$ cat src/hdl/sas_params.svh
// Offsets, field positions, reset values and timing counts of the converter sequencer
`ifndef SAS_PARAMS_SVH
`define SAS_PARAMS_SVH
// ****************************************
// Register offsets (byte index on the plain port)
// ****************************************
`define SAS_OFF_CTRL_A   3'h0
`define SAS_OFF_CTRL_B   3'h1
`define SAS_OFF_UPCFG    3'h2
`define SAS_OFF_RES_HI   3'h3
`define SAS_OFF_RES_LO   3'h4
`define SAS_OFF_FLAGS    3'h5
// ****************************************
// Field positions and reset values
// ****************************************
`define SAS_BIT_ON       0
`define SAS_BIT_GO       1
`define SAS_BIT_DONE     0
`define SAS_BIT_IRQEN    1
`define SAS_RST_CTRL_A   8'h00
`define SAS_RST_CTRL_B   8'h00
`define SAS_RST_UPCFG    8'h00
`define SAS_UPCFG_MASK   8'hfc
`define SAS_UPCFG_MASK64 8'h0c
// ****************************************
// Timing counts in conversion periods and system clocks
// ****************************************
`define SAS_CONV_TADS    4'ha
`define SAS_WAIT_TADS    2'h2
`define SAS_DIV_2        6'h01
`define SAS_DIV_4        6'h03
`define SAS_DIV_8        6'h07
`define SAS_DIV_16       6'h0f
`define SAS_DIV_32       6'h1f
`define SAS_DIV_64       6'h3f
`endif

$ cat src/hdl/sas_pkg.sv
// Types shared by the converter sequencer modules
package sas_pkg;
  // ****************************************
  // Register layouts
  // ****************************************
  typedef struct packed {
    logic       vref_neg_ext;
    logic       vref_pos_ext;
    logic [3:0] channel;
    logic       go;
    logic       converter_on;
  } sas_ctrl_a_t;

  typedef struct packed {
    logic       right_justify;
    logic       calibrate;
    logic [2:0] acquisition_time_sel;
    logic [2:0] conversion_clock_sel;
  } sas_ctrl_b_t;

  // ****************************************
  // Analog front-end controls
  // ****************************************
  typedef struct packed {
    logic       hold_connect;
    logic       vref_pos_ext;
    logic       vref_neg_ext;
    logic [3:0] channel;
    logic [9:0] trial_code;
  } sas_analog_t;

  typedef enum logic [1:0] {
    SAS_SAMPLE = 2'b00,
    SAS_ACQ    = 2'b01,
    SAS_CONV   = 2'b10,
    SAS_WAIT   = 2'b11
  } sas_state_t;
endpackage

$ cat src/hdl/sas_tad_gen.sv
// Conversion period tick generator: system clock divider or synchronised RC oscillator
`timescale 1ns/1ns
`default_nettype none
`include "sas_params.svh"
module sas_tad_gen (
  input  wire logic       clk_in,     // System clock
  input  wire logic       rst_in,     // Async reset, active high
  input  wire logic       enable_in,  // Converter on
  input  wire logic [2:0] sel_in,     // Conversion clock select
  input  wire logic       rc_osc_in,  // RC oscillator pin, async
  input  wire logic       sleep_in,   // Synchronised sleep level
  output logic            tick_out    // One pulse per conversion period
);
  logic [5:0] div_reg;
  logic [5:0] lim;
  logic       rc_s1_reg;
  logic       rc_s2_reg;
  logic       rc_s3_reg;
  logic       is_rc;

  assign is_rc = (sel_in[1:0] == 2'b11);

  always_comb begin
    unique case (sel_in)
      3'b000:  lim = `SAS_DIV_2;
      3'b001:  lim = `SAS_DIV_8;
      3'b010:  lim = `SAS_DIV_32;
      3'b100:  lim = `SAS_DIV_4;
      3'b101:  lim = `SAS_DIV_16;
      3'b110:  lim = `SAS_DIV_64;
      default: lim = `SAS_DIV_2;
    endcase
  end

  // Oscillator is foreign to clk_in, so it crosses two flops before the edge detector
  always_ff @(posedge clk_in or posedge rst_in) begin
    if (rst_in) begin
      rc_s1_reg <= 1'b0;
      rc_s2_reg <= 1'b0;
      rc_s3_reg <= 1'b0;
    end else begin
      rc_s1_reg <= rc_osc_in;
      rc_s2_reg <= rc_s1_reg;
      rc_s3_reg <= rc_s2_reg;
    end
  end

  always_ff @(posedge clk_in or posedge rst_in) begin
    if (rst_in) begin
      div_reg  <= 6'h00;
      tick_out <= 1'b0;
    end else if (!enable_in) begin
      div_reg  <= 6'h00;
      tick_out <= 1'b0;
    end else if (is_rc) begin
      div_reg  <= 6'h00;
      tick_out <= rc_s2_reg & ~rc_s3_reg;
    end else begin
      div_reg  <= (div_reg >= lim) ? 6'h00 : div_reg + 6'h01;
      tick_out <= (div_reg >= lim) && !sleep_in;
    end
  end

  sleep_stall_a: assert property (@(posedge clk_in) disable iff (rst_in)
    (sleep_in && !is_rc) |=> !tick_out)
    else $error("conversion period ticked in sleep without RC clock");
endmodule
`default_nettype wire

$ cat src/hdl/sas_sar_core.sv
// Successive approximation register: ten bit decisions plus one closing period
`timescale 1ns/1ns
`default_nettype none
`include "sas_params.svh"
module sas_sar_core (
  input  wire logic       clk_in,    // System clock
  input  wire logic       rst_in,    // Async reset, active high
  input  wire logic       start_in,  // Begin conversion
  input  wire logic       abort_in,  // Drop conversion
  input  wire logic       tick_in,   // Conversion period tick
  input  wire logic       comp_in,   // Comparator on clk_in timing, 1 = input at or above trial
  output logic [9:0]      code_out,  // Trial code, final result when done
  output logic            done_out,  // One-cycle completion pulse
  output logic [3:0]      step_out   // Periods elapsed in this conversion
);
  logic busy_reg;

  always_ff @(posedge clk_in or posedge rst_in) begin
    if (rst_in) begin
      busy_reg <= 1'b0;
      code_out <= 10'h000;
      done_out <= 1'b0;
      step_out <= 4'h0;
    end else begin
      done_out <= 1'b0;
      if (abort_in) begin
        busy_reg <= 1'b0;
      end else if (start_in) begin
        busy_reg <= 1'b1;
        code_out <= 10'h200;
        step_out <= 4'h0;
      end else if (busy_reg && tick_in) begin
        if (step_out == `SAS_CONV_TADS) begin
          busy_reg <= 1'b0;
          done_out <= 1'b1;
        end else begin
          // Keep or drop the bit under trial, then try the next lower one
          code_out[4'd9 - step_out] <= comp_in;
          if (step_out != 4'd9) begin
            code_out[4'd8 - step_out] <= 1'b1;
          end
          step_out <= step_out + 4'h1;
        end
      end
    end
  end
endmodule
`default_nettype wire

$ cat src/hdl/sas_sequencer.sv
// Converter sequencer top: registers, acquisition and conversion control, pin configuration
// What this block does
// - Upper config bits 7:2 set to one make their pins digital.
// - Config bit zero: pin analog, digital input off, digital read zero.
// - Config bits 1:0 ignore writes and read zero.
// - Channels fifteen to twelve exist only on the larger variant.
// - Software picks supply rails or external pins as references.
// - Conversion in sleep only runs on the RC conversion clock.
// - Result comes by successive approximation of the held sample.
// - Completion loads result pair, clears start bit, sets done flag.
// - Reset restores registers, switches off, aborts any conversion.
// - Reset leaves the result pair untouched.
// - Acquisition code zero: start bit converts at once.
// - Nonzero acquisition code samples 2 to 20 periods as listed below, then converts.
// - After a conversion sampling of the selected channel resumes.
// - Only the start bit shows activity; acquisition and conversion look alike.
// - Two conversion periods pass after a conversion before acquisition restarts.
// - Holding capacitor is cut off from the pin throughout conversion.
// - Each conversion yields a 10-bit code, 1024 steps.
// - Acquisition codes give 0,2,4,6,8,12,16,20 conversion periods.
// - Clock codes give divide by 2,8,32,4,16,64 or RC.
// - A conversion takes eleven conversion periods.
// - Clearing the start bit mid-conversion aborts, result kept.
`timescale 1ns/1ns
`default_nettype none
`include "sas_params.svh"
module sas_sequencer #(
  parameter bit PINS80 = 1'b1                     // Larger package variant
) (
  input  wire logic                 clk_in,       // System clock, 10 MHz
  input  wire logic                 rst_in,       // Async reset, active high
  input  wire logic [2:0]           addr_in,      // Register address
  input  wire logic [7:0]           wdata_in,     // Write data
  input  wire logic                 wr_in,        // Write strobe
  input  wire logic                 rd_in,        // Read strobe
  output logic [7:0]                rdata_out,    // Read data, cycle after strobe
  input  wire logic                 rc_osc_in,    // RC conversion oscillator
  input  wire logic                 sleep_in,     // Device in sleep, async
  input  wire logic                 comp_in,      // Comparator result, follows trial code on clk_in
  input  wire logic [5:0]           pin_din_in,   // Digital levels of upper pins
  output logic [5:0]                pin_dig_out,  // Digital reads of upper pins
  output logic [5:0]                pin_ana_out,  // Upper pins in analog mode
  output sas_pkg::sas_analog_t      analog_out,   // Front-end controls
  output logic                      done_flag_out,// Conversion done flag
  output logic                      irq_en_out    // Conversion interrupt enable
);
  // ****************************************
  // Declarations
  // ****************************************
  sas_pkg::sas_ctrl_a_t ctrl_a_reg;
  sas_pkg::sas_ctrl_b_t ctrl_b_reg;
  sas_pkg::sas_state_t  state_reg;
  sas_pkg::sas_state_t  state_next;
  logic [7:0]           upcfg_reg;
  logic [7:0]           upcfg_mask;
  logic [7:0]           res_hi_reg;
  logic [7:0]           res_lo_reg;
  logic [4:0]           acq_cnt_reg;
  logic [4:0]           acq_len;
  logic [1:0]           wait_cnt_reg;
  logic                 sleep_s1_reg;
  logic                 sleep_s2_reg;
  logic [5:0]           din_s1_reg;
  logic [5:0]           din_s2_reg;
  logic                 tick;
  logic                 wr_a;
  logic                 start_req;
  logic                 go_clear;
  logic                 abort;
  logic                 conv_start;
  logic                 sar_done;
  logic [9:0]           sar_code;
  logic [3:0]           sar_step;
  logic [7:0]           rd_mux;
  logic                 chan_ok;

  // Smaller variant has no pins or channels above eleven
  assign upcfg_mask = PINS80 ? `SAS_UPCFG_MASK : `SAS_UPCFG_MASK64;
  assign chan_ok    = PINS80 || (ctrl_a_reg.channel[3:2] != 2'b11);

  // ****************************************
  // Input synchronisers
  // ****************************************
  always_ff @(posedge clk_in or posedge rst_in) begin
    if (rst_in) begin
      sleep_s1_reg <= 1'b0;
      sleep_s2_reg <= 1'b0;
      din_s1_reg   <= 6'h00;
      din_s2_reg   <= 6'h00;
    end else begin
      sleep_s1_reg <= sleep_in;
      sleep_s2_reg <= sleep_s1_reg;
      din_s1_reg   <= pin_din_in;
      din_s2_reg   <= din_s1_reg;
    end
  end

  // ****************************************
  // Conversion period and approximation engine
  // ****************************************
  sas_tad_gen u_tad (
    .clk_in    (clk_in),
    .rst_in    (rst_in),
    // Divider restarts on every state change so each phase opens with a full period
    .enable_in (ctrl_a_reg.converter_on && (state_next == state_reg)),
    .sel_in    (ctrl_b_reg.conversion_clock_sel),
    .rc_osc_in (rc_osc_in),
    .sleep_in  (sleep_s2_reg),
    .tick_out  (tick)
  );

  // Comparator follows our registered trial code; two sync flops would outlast a two-clock period
  sas_sar_core u_sar (
    .clk_in   (clk_in),
    .rst_in   (rst_in),
    .start_in (conv_start),
    .abort_in (abort),
    .tick_in  (tick),
    .comp_in  (comp_in),
    .code_out (sar_code),
    .done_out (sar_done),
    .step_out (sar_step)
  );

  // ****************************************
  // Start and abort decode
  // ****************************************
  assign wr_a      = wr_in && (addr_in == `SAS_OFF_CTRL_A);
  // Start only when the module was already on before this write
  assign start_req = wr_a && wdata_in[`SAS_BIT_GO] && ctrl_a_reg.converter_on && !ctrl_a_reg.go;
  assign go_clear  = wr_a && !wdata_in[`SAS_BIT_GO];
  assign abort     = ((state_reg == sas_pkg::SAS_CONV) || (state_reg == sas_pkg::SAS_ACQ))
                     && (go_clear || !ctrl_a_reg.converter_on);

  always_comb begin
    unique case (ctrl_b_reg.acquisition_time_sel)
      3'b000: acq_len = 5'd0;
      3'b001: acq_len = 5'd2;
      3'b010: acq_len = 5'd4;
      3'b011: acq_len = 5'd6;
      3'b100: acq_len = 5'd8;
      3'b101: acq_len = 5'd12;
      3'b110: acq_len = 5'd16;
      3'b111: acq_len = 5'd20;
    endcase
  end

  // ****************************************
  // Sequence state machine
  // ****************************************
  always_comb begin
    state_next = state_reg;
    conv_start = 1'b0;
    unique case (state_reg)
      sas_pkg::SAS_SAMPLE: begin
        if (ctrl_a_reg.go && ctrl_a_reg.converter_on) begin
          if (acq_len == 5'd0) begin
            state_next = sas_pkg::SAS_CONV;
            conv_start = 1'b1;
          end else begin
            state_next = sas_pkg::SAS_ACQ;
          end
        end
      end
      sas_pkg::SAS_ACQ: begin
        if (abort) begin
          state_next = sas_pkg::SAS_SAMPLE;
        end else if (tick && (acq_cnt_reg == acq_len - 5'd1)) begin
          state_next = sas_pkg::SAS_CONV;
          conv_start = 1'b1;
        end
      end
      sas_pkg::SAS_CONV: begin
        if (abort || sar_done) begin
          state_next = sas_pkg::SAS_WAIT;
        end
      end
      sas_pkg::SAS_WAIT: begin
        if (!ctrl_a_reg.converter_on) begin
          state_next = sas_pkg::SAS_SAMPLE;
        end else if (tick && (wait_cnt_reg == `SAS_WAIT_TADS - 2'h1)) begin
          state_next = sas_pkg::SAS_SAMPLE;
        end
      end
    endcase
  end

  always_ff @(posedge clk_in or posedge rst_in) begin
    if (rst_in) begin
      state_reg <= sas_pkg::SAS_SAMPLE;
    end else begin
      state_reg <= state_next;
    end
  end

  always_ff @(posedge clk_in or posedge rst_in) begin
    if (rst_in) begin
      acq_cnt_reg  <= 5'h00;
      wait_cnt_reg <= 2'h0;
    end else begin
      if (state_reg != sas_pkg::SAS_ACQ) begin
        acq_cnt_reg <= 5'h00;
      end else if (tick) begin
        acq_cnt_reg <= acq_cnt_reg + 5'h01;
      end
      if (state_reg != sas_pkg::SAS_WAIT) begin
        wait_cnt_reg <= 2'h0;
      end else if (tick) begin
        wait_cnt_reg <= wait_cnt_reg + 2'h1;
      end
    end
  end

  // ****************************************
  // Control registers
  // ****************************************
  always_ff @(posedge clk_in or posedge rst_in) begin
    if (rst_in) begin
      ctrl_a_reg <= `SAS_RST_CTRL_A;
      ctrl_b_reg <= `SAS_RST_CTRL_B;
      upcfg_reg  <= `SAS_RST_UPCFG;
    end else begin
      if (wr_a) begin
        ctrl_a_reg.vref_neg_ext <= wdata_in[7];
        ctrl_a_reg.vref_pos_ext <= wdata_in[6];
        ctrl_a_reg.channel      <= wdata_in[5:2];
        ctrl_a_reg.converter_on <= wdata_in[`SAS_BIT_ON];
      end
      // Completion clears the start bit even if software writes in the same cycle
      if (sar_done && !abort) begin
        ctrl_a_reg.go <= 1'b0;
      end else if (wr_a && (!wdata_in[`SAS_BIT_ON] || !ctrl_a_reg.converter_on)) begin
        ctrl_a_reg.go <= 1'b0;
      end else if (wr_a) begin
        ctrl_a_reg.go <= start_req || (ctrl_a_reg.go && wdata_in[`SAS_BIT_GO]);
      end
      if (wr_in && (addr_in == `SAS_OFF_CTRL_B)) begin
        ctrl_b_reg <= wdata_in;
      end
      if (wr_in && (addr_in == `SAS_OFF_UPCFG)) begin
        upcfg_reg <= wdata_in & upcfg_mask;
      end
    end
  end

  // Done flag: hardware set wins over a software clear in the same cycle
  always_ff @(posedge clk_in or posedge rst_in) begin
    if (rst_in) begin
      done_flag_out <= 1'b0;
      irq_en_out    <= 1'b0;
    end else begin
      if (sar_done && !abort) begin
        done_flag_out <= 1'b1;
      end else if (wr_in && (addr_in == `SAS_OFF_FLAGS)) begin
        done_flag_out <= wdata_in[`SAS_BIT_DONE];
      end
      if (wr_in && (addr_in == `SAS_OFF_FLAGS)) begin
        irq_en_out <= wdata_in[`SAS_BIT_IRQEN];
      end
    end
  end

  // ****************************************
  // Result pair
  // ****************************************
  // No reset here on purpose: the pair survives any reset with its old contents
  always_ff @(posedge clk_in) begin
    if (sar_done && !abort) begin
      if (ctrl_b_reg.right_justify) begin
        res_hi_reg <= {6'h00, sar_code[9:8]};
        res_lo_reg <= sar_code[7:0];
      end else begin
        res_hi_reg <= sar_code[9:2];
        res_lo_reg <= {sar_code[1:0], 6'h00};
      end
    end else if (wr_in && (addr_in == `SAS_OFF_RES_HI)) begin
      res_hi_reg <= wdata_in;
    end else if (wr_in && (addr_in == `SAS_OFF_RES_LO)) begin
      res_lo_reg <= wdata_in;
    end
  end

  // ****************************************
  // Read port
  // ****************************************
  always_comb begin
    unique case (addr_in)
      `SAS_OFF_CTRL_A: rd_mux = ctrl_a_reg;
      `SAS_OFF_CTRL_B: rd_mux = ctrl_b_reg;
      `SAS_OFF_UPCFG:  rd_mux = upcfg_reg & upcfg_mask;
      `SAS_OFF_RES_HI: rd_mux = res_hi_reg;
      `SAS_OFF_RES_LO: rd_mux = res_lo_reg;
      `SAS_OFF_FLAGS:  rd_mux = {6'h00, irq_en_out, done_flag_out};
      default:         rd_mux = 8'h00;
    endcase
  end

  always_ff @(posedge clk_in or posedge rst_in) begin
    if (rst_in) begin
      rdata_out <= 8'h00;
    end else if (rd_in) begin
      rdata_out <= rd_mux;
    end else begin
      rdata_out <= 8'h00;
    end
  end

  // ****************************************
  // Pins and analog front end
  // ****************************************
  always_ff @(posedge clk_in or posedge rst_in) begin
    if (rst_in) begin
      pin_dig_out <= 6'h00;
      pin_ana_out <= 6'h3f;
      analog_out  <= '0;
    end else begin
      pin_dig_out <= din_s2_reg & upcfg_reg[7:2];
      pin_ana_out <= ~upcfg_reg[7:2];
      analog_out.vref_pos_ext <= ctrl_a_reg.vref_pos_ext;
      analog_out.vref_neg_ext <= ctrl_a_reg.vref_neg_ext;
      analog_out.channel      <= ctrl_a_reg.channel;
      analog_out.trial_code   <= sar_code;
      // Capacitor tracks the pin only while sampling or acquiring
      analog_out.hold_connect <= ctrl_a_reg.converter_on && chan_ok
                                 && ((state_next == sas_pkg::SAS_SAMPLE)
                                 || (state_next == sas_pkg::SAS_ACQ));
    end
  end

  // ****************************************
  // Checks
  // ****************************************
  cfg_low_zero_a: assert property (@(posedge clk_in) disable iff (rst_in)
    (rd_in && addr_in == `SAS_OFF_UPCFG) |=> (rdata_out[1:0] == 2'b00))
    else $error("unimplemented config bits read nonzero");

  dig_mask_a: assert property (@(posedge clk_in) disable iff (rst_in)
    1'b1 |=> ((pin_dig_out & ~$past(upcfg_reg[7:2])) == 6'h00))
    else $error("analog pin reads nonzero digitally");

  hold_iso_a: assert property (@(posedge clk_in) disable iff (rst_in)
    (state_reg == sas_pkg::SAS_CONV) |-> !analog_out.hold_connect)
    else $error("holding capacitor connected during conversion");

  done_load_a: assert property (@(posedge clk_in) disable iff (rst_in)
    (sar_done && !abort) |=> (done_flag_out && !ctrl_a_reg.go && state_reg == sas_pkg::SAS_WAIT))
    else $error("completion did not raise flag and clear start");

  zero_acq_a: assert property (@(posedge clk_in) disable iff (rst_in)
    (state_reg == sas_pkg::SAS_SAMPLE && ctrl_a_reg.go && ctrl_a_reg.converter_on && acq_len == 5'd0)
    |=> (state_reg == sas_pkg::SAS_CONV))
    else $error("zero acquisition did not convert at once");

  conv_len_a: assert property (@(posedge clk_in) disable iff (rst_in)
    sar_done |-> ($past(sar_step) == 4'ha))
    else $error("conversion not eleven periods");

  abort_keep_a: assert property (@(posedge clk_in) disable iff (rst_in)
    (state_reg == sas_pkg::SAS_CONV && go_clear) |=> (!done_flag_out || $past(done_flag_out)))
    else $error("aborted conversion raised done flag");

  rest_wait_a: assert property (@(posedge clk_in) disable iff (rst_in)
    (state_reg == sas_pkg::SAS_WAIT && ctrl_a_reg.converter_on && state_next == sas_pkg::SAS_SAMPLE)
    |-> (wait_cnt_reg == 2'h1 && tick))
    else $error("left rest before two periods");

  acq_len_a: assert property (@(posedge clk_in) disable iff (rst_in)
    (state_reg == sas_pkg::SAS_ACQ && state_next == sas_pkg::SAS_CONV) |-> (acq_cnt_reg + 5'd1 == acq_len))
    else $error("acquisition length wrong");

  off_idle_a: assert property (@(posedge clk_in) disable iff (rst_in)
    !ctrl_a_reg.converter_on |=> !ctrl_a_reg.go)
    else $error("start bit set while module off");
endmodule
`default_nettype wire

$ cat config.mk
export PLATFORM = sky130hd
export DESIGN_NAME = sas_sequencer
export DESIGN_NICKNAME = d
export VERILOG_FILES = /design/src/hdl/sas_pkg.sv /design/src/hdl/sas_tad_gen.sv /design/src/hdl/sas_sar_core.sv /design/src/hdl/sas_sequencer.sv
export VERILOG_INCLUDE_DIRS = /design/src /design/src/hdl
export SDC_FILE = /design/constraint.sdc
export NUM_CORES = 1
export LEC_CHECK = 0
export BUFFER_PORTS_ARGS = -buffer_cell sky130_fd_sc_hd__buf_4
export CORE_MARGIN = 1
export CORE_UTILIZATION = 24
export DETAILED_ROUTE_END_ITERATION = 6
export HOLD_SLACK_MARGIN = 0.12
export PLACE_DENSITY_LB_ADDON = 0.2
export SLEW_MARGIN = 20
export SYNTH_ARGS = -nofsm -noshare
export SYNTH_HDL_FRONTEND = slang
export SYNTH_HIERARCHICAL = 1
export SYNTH_SLANG_ARGS = --single-unit
$ cat constraint.sdc
create_clock -name clk_in -period 2.36 [get_ports clk_in]
set_input_delay 0.236 -clock clk_in [delete_from_list [all_inputs] [get_ports clk_in]]
set_output_delay 0.236 -clock clk_in [all_outputs]
set_load 0.03 [all_outputs]
# Word-level counts from Yosys, hierarchy flattened
# Memory sizes are Yosys's and may differ from the RTL's.
# Index checks and enable logic that the tools add are counted.
# op_classes
addsub	7
n_lt_le_gt_ge	5
n_eq_ne	24
muxes	57
bitwise	6
reduce_logical	51
# ops
op	count
$mux 8	8
$pmux 8 s6	1
$mux 10	4
$pmux 6 s5	1
$logic_and 1x1->1	23
$mux 1	21
$mux 2	9
$mux 6	3
$eq 3x3->1 const B	5
$mux 4	3
$reduce_bool 2->1	6
$bwmux 10	1
$lt 4x5->1 const B	2
$mux 5	2
$or 10x10->10	1
$eq 3x2->1 const B	3
$reduce_bool 3->1	3
$demux 1 s4	2
$ge 4x1->1 const B	2
$pmux 2 s4	1
$sub 4x4->4 const A	2
$add 6x1->6 const B	1
$and 6x6->6	1
$eq 2x1->1 const B	3
other kinds (24)	42
# totals
reg_bits	126
mem_bits_ro	32
elab_cells	189
memories	1
# memory_table
name	depth	width	rd	rd_clocked_by_memory_dff	write_ports	line	rtl
(name not given)	8	4	1	0	0	sas_sequencer.sv:136	unique case (ctrl_b_reg.acquisition_time_sel)

# Longest topological paths before layout
# depth
depth_word	11
depth_mapped	12
mapped_depth_nobuf	10

# Hierarchy
# The synthesis kept the hierarchy.
# modules_own_cells
module	n_inst	cells_each	area_each_um2	seq_area_each_um2
sas_sequencer	1	336	4175.3	2590.0
sas_sar_core	1	122	1166.1	400.4
sas_tad_gen	1	61	608.1	250.2

# Worst setup path after synthesis
# Ideal clock, no wire load.
# synth_timing
kind	register to register
startpoint	register state_reg[0]
endpoint	register u_sar.code_out[9]
setup_time_ns	0.119
t_arrival_ns	2.198
setup_slack_ns	0.043
path_stages_with_launch	12
n_path_buf	2
cell_sequence	dfrtp_1 > inv_1 > ha_1 > nand4bb_1 > o211ai_1 > o21ai_0 > buf_2 > nor2_1 > and3_1 > buf_2 > a31oi_1 > o21a_1
# synth_between
elab_chain_cells	7
# synth_lines
item	line	rtl
start: declaration	sas_sequencer.sv:52	sas_pkg::sas_state_t state_reg;
start signal: assignment	sas_sequencer.sv:190	state_reg <= sas_pkg::SAS_SAMPLE;
start signal: assignment	sas_sequencer.sv:192	state_reg <= state_next;
$eq 2x2->1 / $eq 2x1->1 (equally long branches)	sas_sequencer.sv:132, sas_sequencer.sv:154	
$logic_or 1x1->1	sas_sequencer.sv:132	assign abort = ((state_reg == sas_pkg::SAS_CONV) || (state_reg == sas_pkg::SAS_ACQ))
$logic_and 1x1->1	sas_sequencer.sv:133	&& (go_clear || !ctrl_a_reg.converter_on);
$mux 1	sas_sequencer.sv:166	if (abort) begin
$pmux 1 s2 *	sas_sequencer.sv:154	unique case (state_reg)
named net conv_start	sas_sequencer.sv:70	logic conv_start;
$ne 2x2->1 (no line) / $reduce_bool 2->1 (equally long branches)	--	
$reduce_and 3->1 (no line)	--	
end signal: indexed assignment	sas_sar_core.sv:38	code_out[4'd9 - step_out] <= comp_in;
end: declaration	sas_sar_core.sv:12	output logic [9:0] code_out,
# Mark *: on every way through the listed nets, which the timed path passes. The rest lies on a longest branch.
# A chain may end at the register's enable or synchronous reset.

# Final worst setup path
# layout_timing
startpoint	register ctrl_b_reg[0] (netlist name)
endpoint	register u_tad.tick_out
# layout_between
elab_chain_cells	6
# layout_lines
item	line	rtl
start: declaration	sas_sequencer.sv:51	sas_pkg::sas_ctrl_b_t ctrl_b_reg;
start signal: assignment	sas_sequencer.sv:220	ctrl_b_reg <= `SAS_RST_CTRL_B;
start signal: assignment	sas_sequencer.sv:238	ctrl_b_reg <= wdata_in;
$eq 3x3->1 (tied with other cells)	sas_tad_gen.sv:24	unique case (sel_in)
$pmux 6 s5	sas_tad_gen.sv:24	
$ge 6x6->1	sas_tad_gen.sv:60	tick_out <= (div_reg >= lim) && !sleep_in;
$logic_and 1x1->1	sas_tad_gen.sv:60	
$mux 1 *	sas_tad_gen.sv:55	end else if (is_rc) begin
$mux 1 *	sas_tad_gen.sv:52	end else if (!enable_in) begin
end signal: assignment	sas_tad_gen.sv:57	tick_out <= rc_s2_reg & ~rc_s3_reg;
end signal: assignment	sas_tad_gen.sv:60	
end: declaration	sas_tad_gen.sv:12	output logic tick_out
# Every way passes the cells marked *; elsewhere a longest branch is shown, timed or not.

==> impl_metrics.json <==
{
  "outcome": "completed",
  "crit_top_cell": "ha_1",
  "largest-register": "analog_out",
  "io_pins": 63,
  "ys.flop_type": "dfrtp_1",
  "syn-num-nets": 566,
  "io_buffers": 62,
  "gp_congestion": 0.869,
  "die_w_um": 159,
  "worstHoldStart": "comp_in",
  "hold_viol_final": 0,
  "overflow": 0,
  "worstPathArrival_ns": 2.57,
  "clkPwrFrac": 0.380,
  "synth_top_area_cell": "dfrtp_1",
  "hold_path_depth": 3,
  "worstMarginPinSlew_ns": 0.662,
  "h-tree-depth": 4,
  "ys_warn_count": 6,
  "p_int_uw": 4740,
  "postRouteAntennaNets": 0,
  "drcViolationCount": 0,
  "final_cells": 971,
  "top_regs": "analog_out x17, u_sar/code_out x10",
  "synth_edf_count": 16,
  "max_freq_mhz": 448,
  "die_area_mm2": 0.0254,
  "ir_worst_vdd_uv": 423,
  "setup_viol": 0,
  "p_leak_uw": 0.00344,
  "path_delay_family": "compound AO/OA/AOI/OAI gates",
  "hold_path_class": "primary input to flip-flop",
  "power.switching_uw": 2130,
  "seqPwrFrac": 0.381,
  "clock_skew_ns": 0.00924,
  "start_kind": "flip-flop",
  "path_buf_inv": 1,
  "synthCells": 519,
  "crit_path_end_kind": "flip-flop",
  "switching_share": 0.310,
  "ys_seq_area_frac": 0.545,
  "clock_path_buffers": 2,
  "finalPower_uw": 6880,
  "drt_iter0_drc": 260,
  "post-route-min-period_ns": 2.23,
  "finalWirelength_mm": 15.5,
  "cts.clk_slew.worst_paths_ns": 0.06,
  "required_ns": 2.69,
  "holdWs_ns": 0.199,
  "place_ws_ns": -0.156,
  "largest_reg_flops": 17,
  "async_flop_share": 0.873,
  "hpwl_mm": 10.9,
  "r2r_slack_ns": 0.13,
  "netlist_area_mm2": 0.00595,
  "critPathSlowestCell": "dfrtp_1",
  "grt_antenna_before_repair": 0,
  "rr_worst_depth": 8,
  "rows": 57,
  "r2r_end": "u_tad/tick_out$_DFF_PP0_",
  "nNetsFinal": 680,
  "critPathMaxFanout": 7,
  "drv_slew": 0,
  "drive_gt1_frac": 0.280,
  "grt_pass1_vias": 4491,
  "min_to": "u_sar/code_out[8]$_DFFE_PP0P_",
  "avgViaCountPerCell": 4.54,
  "synth-seq-cells": 126,
  "core_area_mm2": 0.0243,
  "cts_buffers": 17,
  "start_util": 0.245,
  "p_comb_frac": 0.239,
  "timing.max_cap.violations": 0,
  "insertion_delay_ns": 0.41,
  "period_share": 0.947,
  "cts_tree": "built",
  "grt_max_degree": 37,
  "dp.cells": 917,
  "relSlewSlack": 0.558,
  "synth_area_leaders": "dfrtp_1 (44%), edfxtp_1 (8.1%), ha_1 (4.8%)",
  "synth_top_area_share": 0.437,
  "path_cells": "inv_1 > ha_1 > o21ai_0 > a221o_1 > ha_1 > a21oi_1 > o21ai_2 > a2bb2oi_1",
  "grt_usage": 0.125,
  "syn_to_final_growth_pct": 31.7,
  "die_height_um": 159,
  "setup_slack_ns": 0.125,
  "avgRoutedWirePerCell_um": 16.0,
  "postSynthAreaPerCell_um2": 11.5,
  "vias": 4406,
  "worstReg2RegStart": "ctrl_b_reg[0]$_DFFE_PP0P_",
  "root_buffer": "clkbuf_16",
  "grt_pass1_wl_mm": 24.6,
  "cts_sinks": 126,
  "netlist-cell-type-count": 71,
  "cpPeakStageDelay_ns": 0.43,
  "critical_path_class": "flip-flop to flip-flop",
  "final_cell_mix": "dfrtp_1 (103), buf_4 (97), nand2_1 (52)",
  "first_pass_iters": 5,
  "final_common_cell": "dfrtp_1",
  "powerDensity_mw_per_mm2": 878
}
==> worst max-delay path by stage <==
stage / from / end / slack [ns] / cells past startpoint
6_report: ctrl_b_reg[0]$_DFFE_PP0P_ / u_tad/tick_out$_DFF_PP0_ / 0.13 / 8
5_1_grt: state_reg[0]$_DFF_PP0_ / u_tad/div_reg[5]$_DFF_PP0_ / -0.002 / 11
4_1_cts: state_reg[0]$_DFF_PP0_ / u_tad/div_reg[3]$_DFF_PP0_ / 0.02 / 11
3_5_place_dp: ctrl_b_reg[3]$_DFFE_PP0P_ / u_sar/code_out[0]$_DFFE_PP0P_ / -0.16 / 9
3_3_place_gp: ctrl_b_reg[3]$_DFFE_PP0P_ / u_sar/code_out[0]$_DFFE_PP0P_ / -0.09 / 9
2_1_floorplan: state_reg[0]$_DFF_PP0_ / u_sar/code_out[9]$_DFFE_PP0P_ / 0.04 / 11
==> worst reg2reg max path, delay by kind of cell (launching register included) <==
| kind | cells | cell delay, ns |
|---|---|---|
| buffers and inverters | 1 | 0.13 |
| DFF | 1 | 0.43 |
| AOI/OAI and AO/OA | 5 | 1.09 |
| adders and majority gates | 2 | 0.52 |
==> power by group through the flow <==
| stage | clock, µW | sequential [µW] | combinational [µW] |
|---|---|---|---|
| 6_report | 2610 | 2620 | 1650 |
| 5_1_grt | 2790 | 2650 | 1780 |
| 4_1_cts | 2680 | 2620 | 1520 |
| 3_5_place_dp | 0 | 2660 | 1470 |
| 3_3_place_gp | 0 | 2650 | 1460 |
| 2_1_floorplan | 0 | 2760 | 815 |
==> per-layer routing <==
metal  wire (µm)  track usage
met3         530       0.0297
met1        7390        0.163
met4         242       0.0450
met2        7370        0.201
met5           0            0
==> final cells by class <==
type / count / area, µm²
diodes: 1 / 2.50
clock buffers: 20 / 468
clock inverters: 12 / 123
fillers: 2464 / 16500
inverters: 23 / 90.1
multi-input cells: 349 / 2580
flip-flops and latches: 126 / 3240
well taps: 324 / 405
repair buffers: 116 / 928
==> cells in the mapped netlist (4+ instances only) <==
cell	number
a22o_1	9
a21oi_1	16
xor2_1	6
nand2b_1	10
ha_1	23
mux2_2	15
o211ai_1	6
edfxtp_1	16
nand4_1	8
clkbuf_1	5
and2_1	17
mux2i_1	19
nor2_1	18
o22ai_1	4
nand3_1	9
o21ai_0	30
xnor2_1	9
inv_1	23
nand2_1	52
nor2b_1	13
dfrtp_1	104
nor3_1	11
dfstp_2	6
buf_6	5
and3_1	4
a22oi_1	6
buf_2	10
==> logic make-up (layout without fill, tap and decap cells) <==
logic type                 count (synthesis)  count (layout)  share of synthesized area
DFF                                      126             126                      0.545
buffers and inverters                     45             171                     0.0381
xor gates and xnor gates                  16              16                     0.0248
muxes                                     36              36                     0.0679
AOI/OAI and AO/OA                        113             114                      0.134
and+or+nand+nor                          160             160                      0.142
other                                      0               1                          0
adders and majority gates                 23              23                     0.0484
==> per-stage QoR <==
step | setup TNS (ns) | util | area, µm²
finish | 0 | 0.322 | 7840
global route | -0.00222 | 0.322 | 7830
CTS | 0 | 0.317 | 7720
detailed placement | -1.12 | 0.286 | 6950
global placement | -0.378 | 0.286 | 6950
floorplan | 0 | - | 5950
==> timing repair <==
item,in CTS,in global routing
pin swaps,1,6
cloned,0,1
hold buffers,17,1
hold endpoints to repair,75,1
endpoints found under the setup margin,18,18
gates resized for setup,5,16
buffers inserted,0,2
Note: power is estimated with default switching activity, not from simulation.
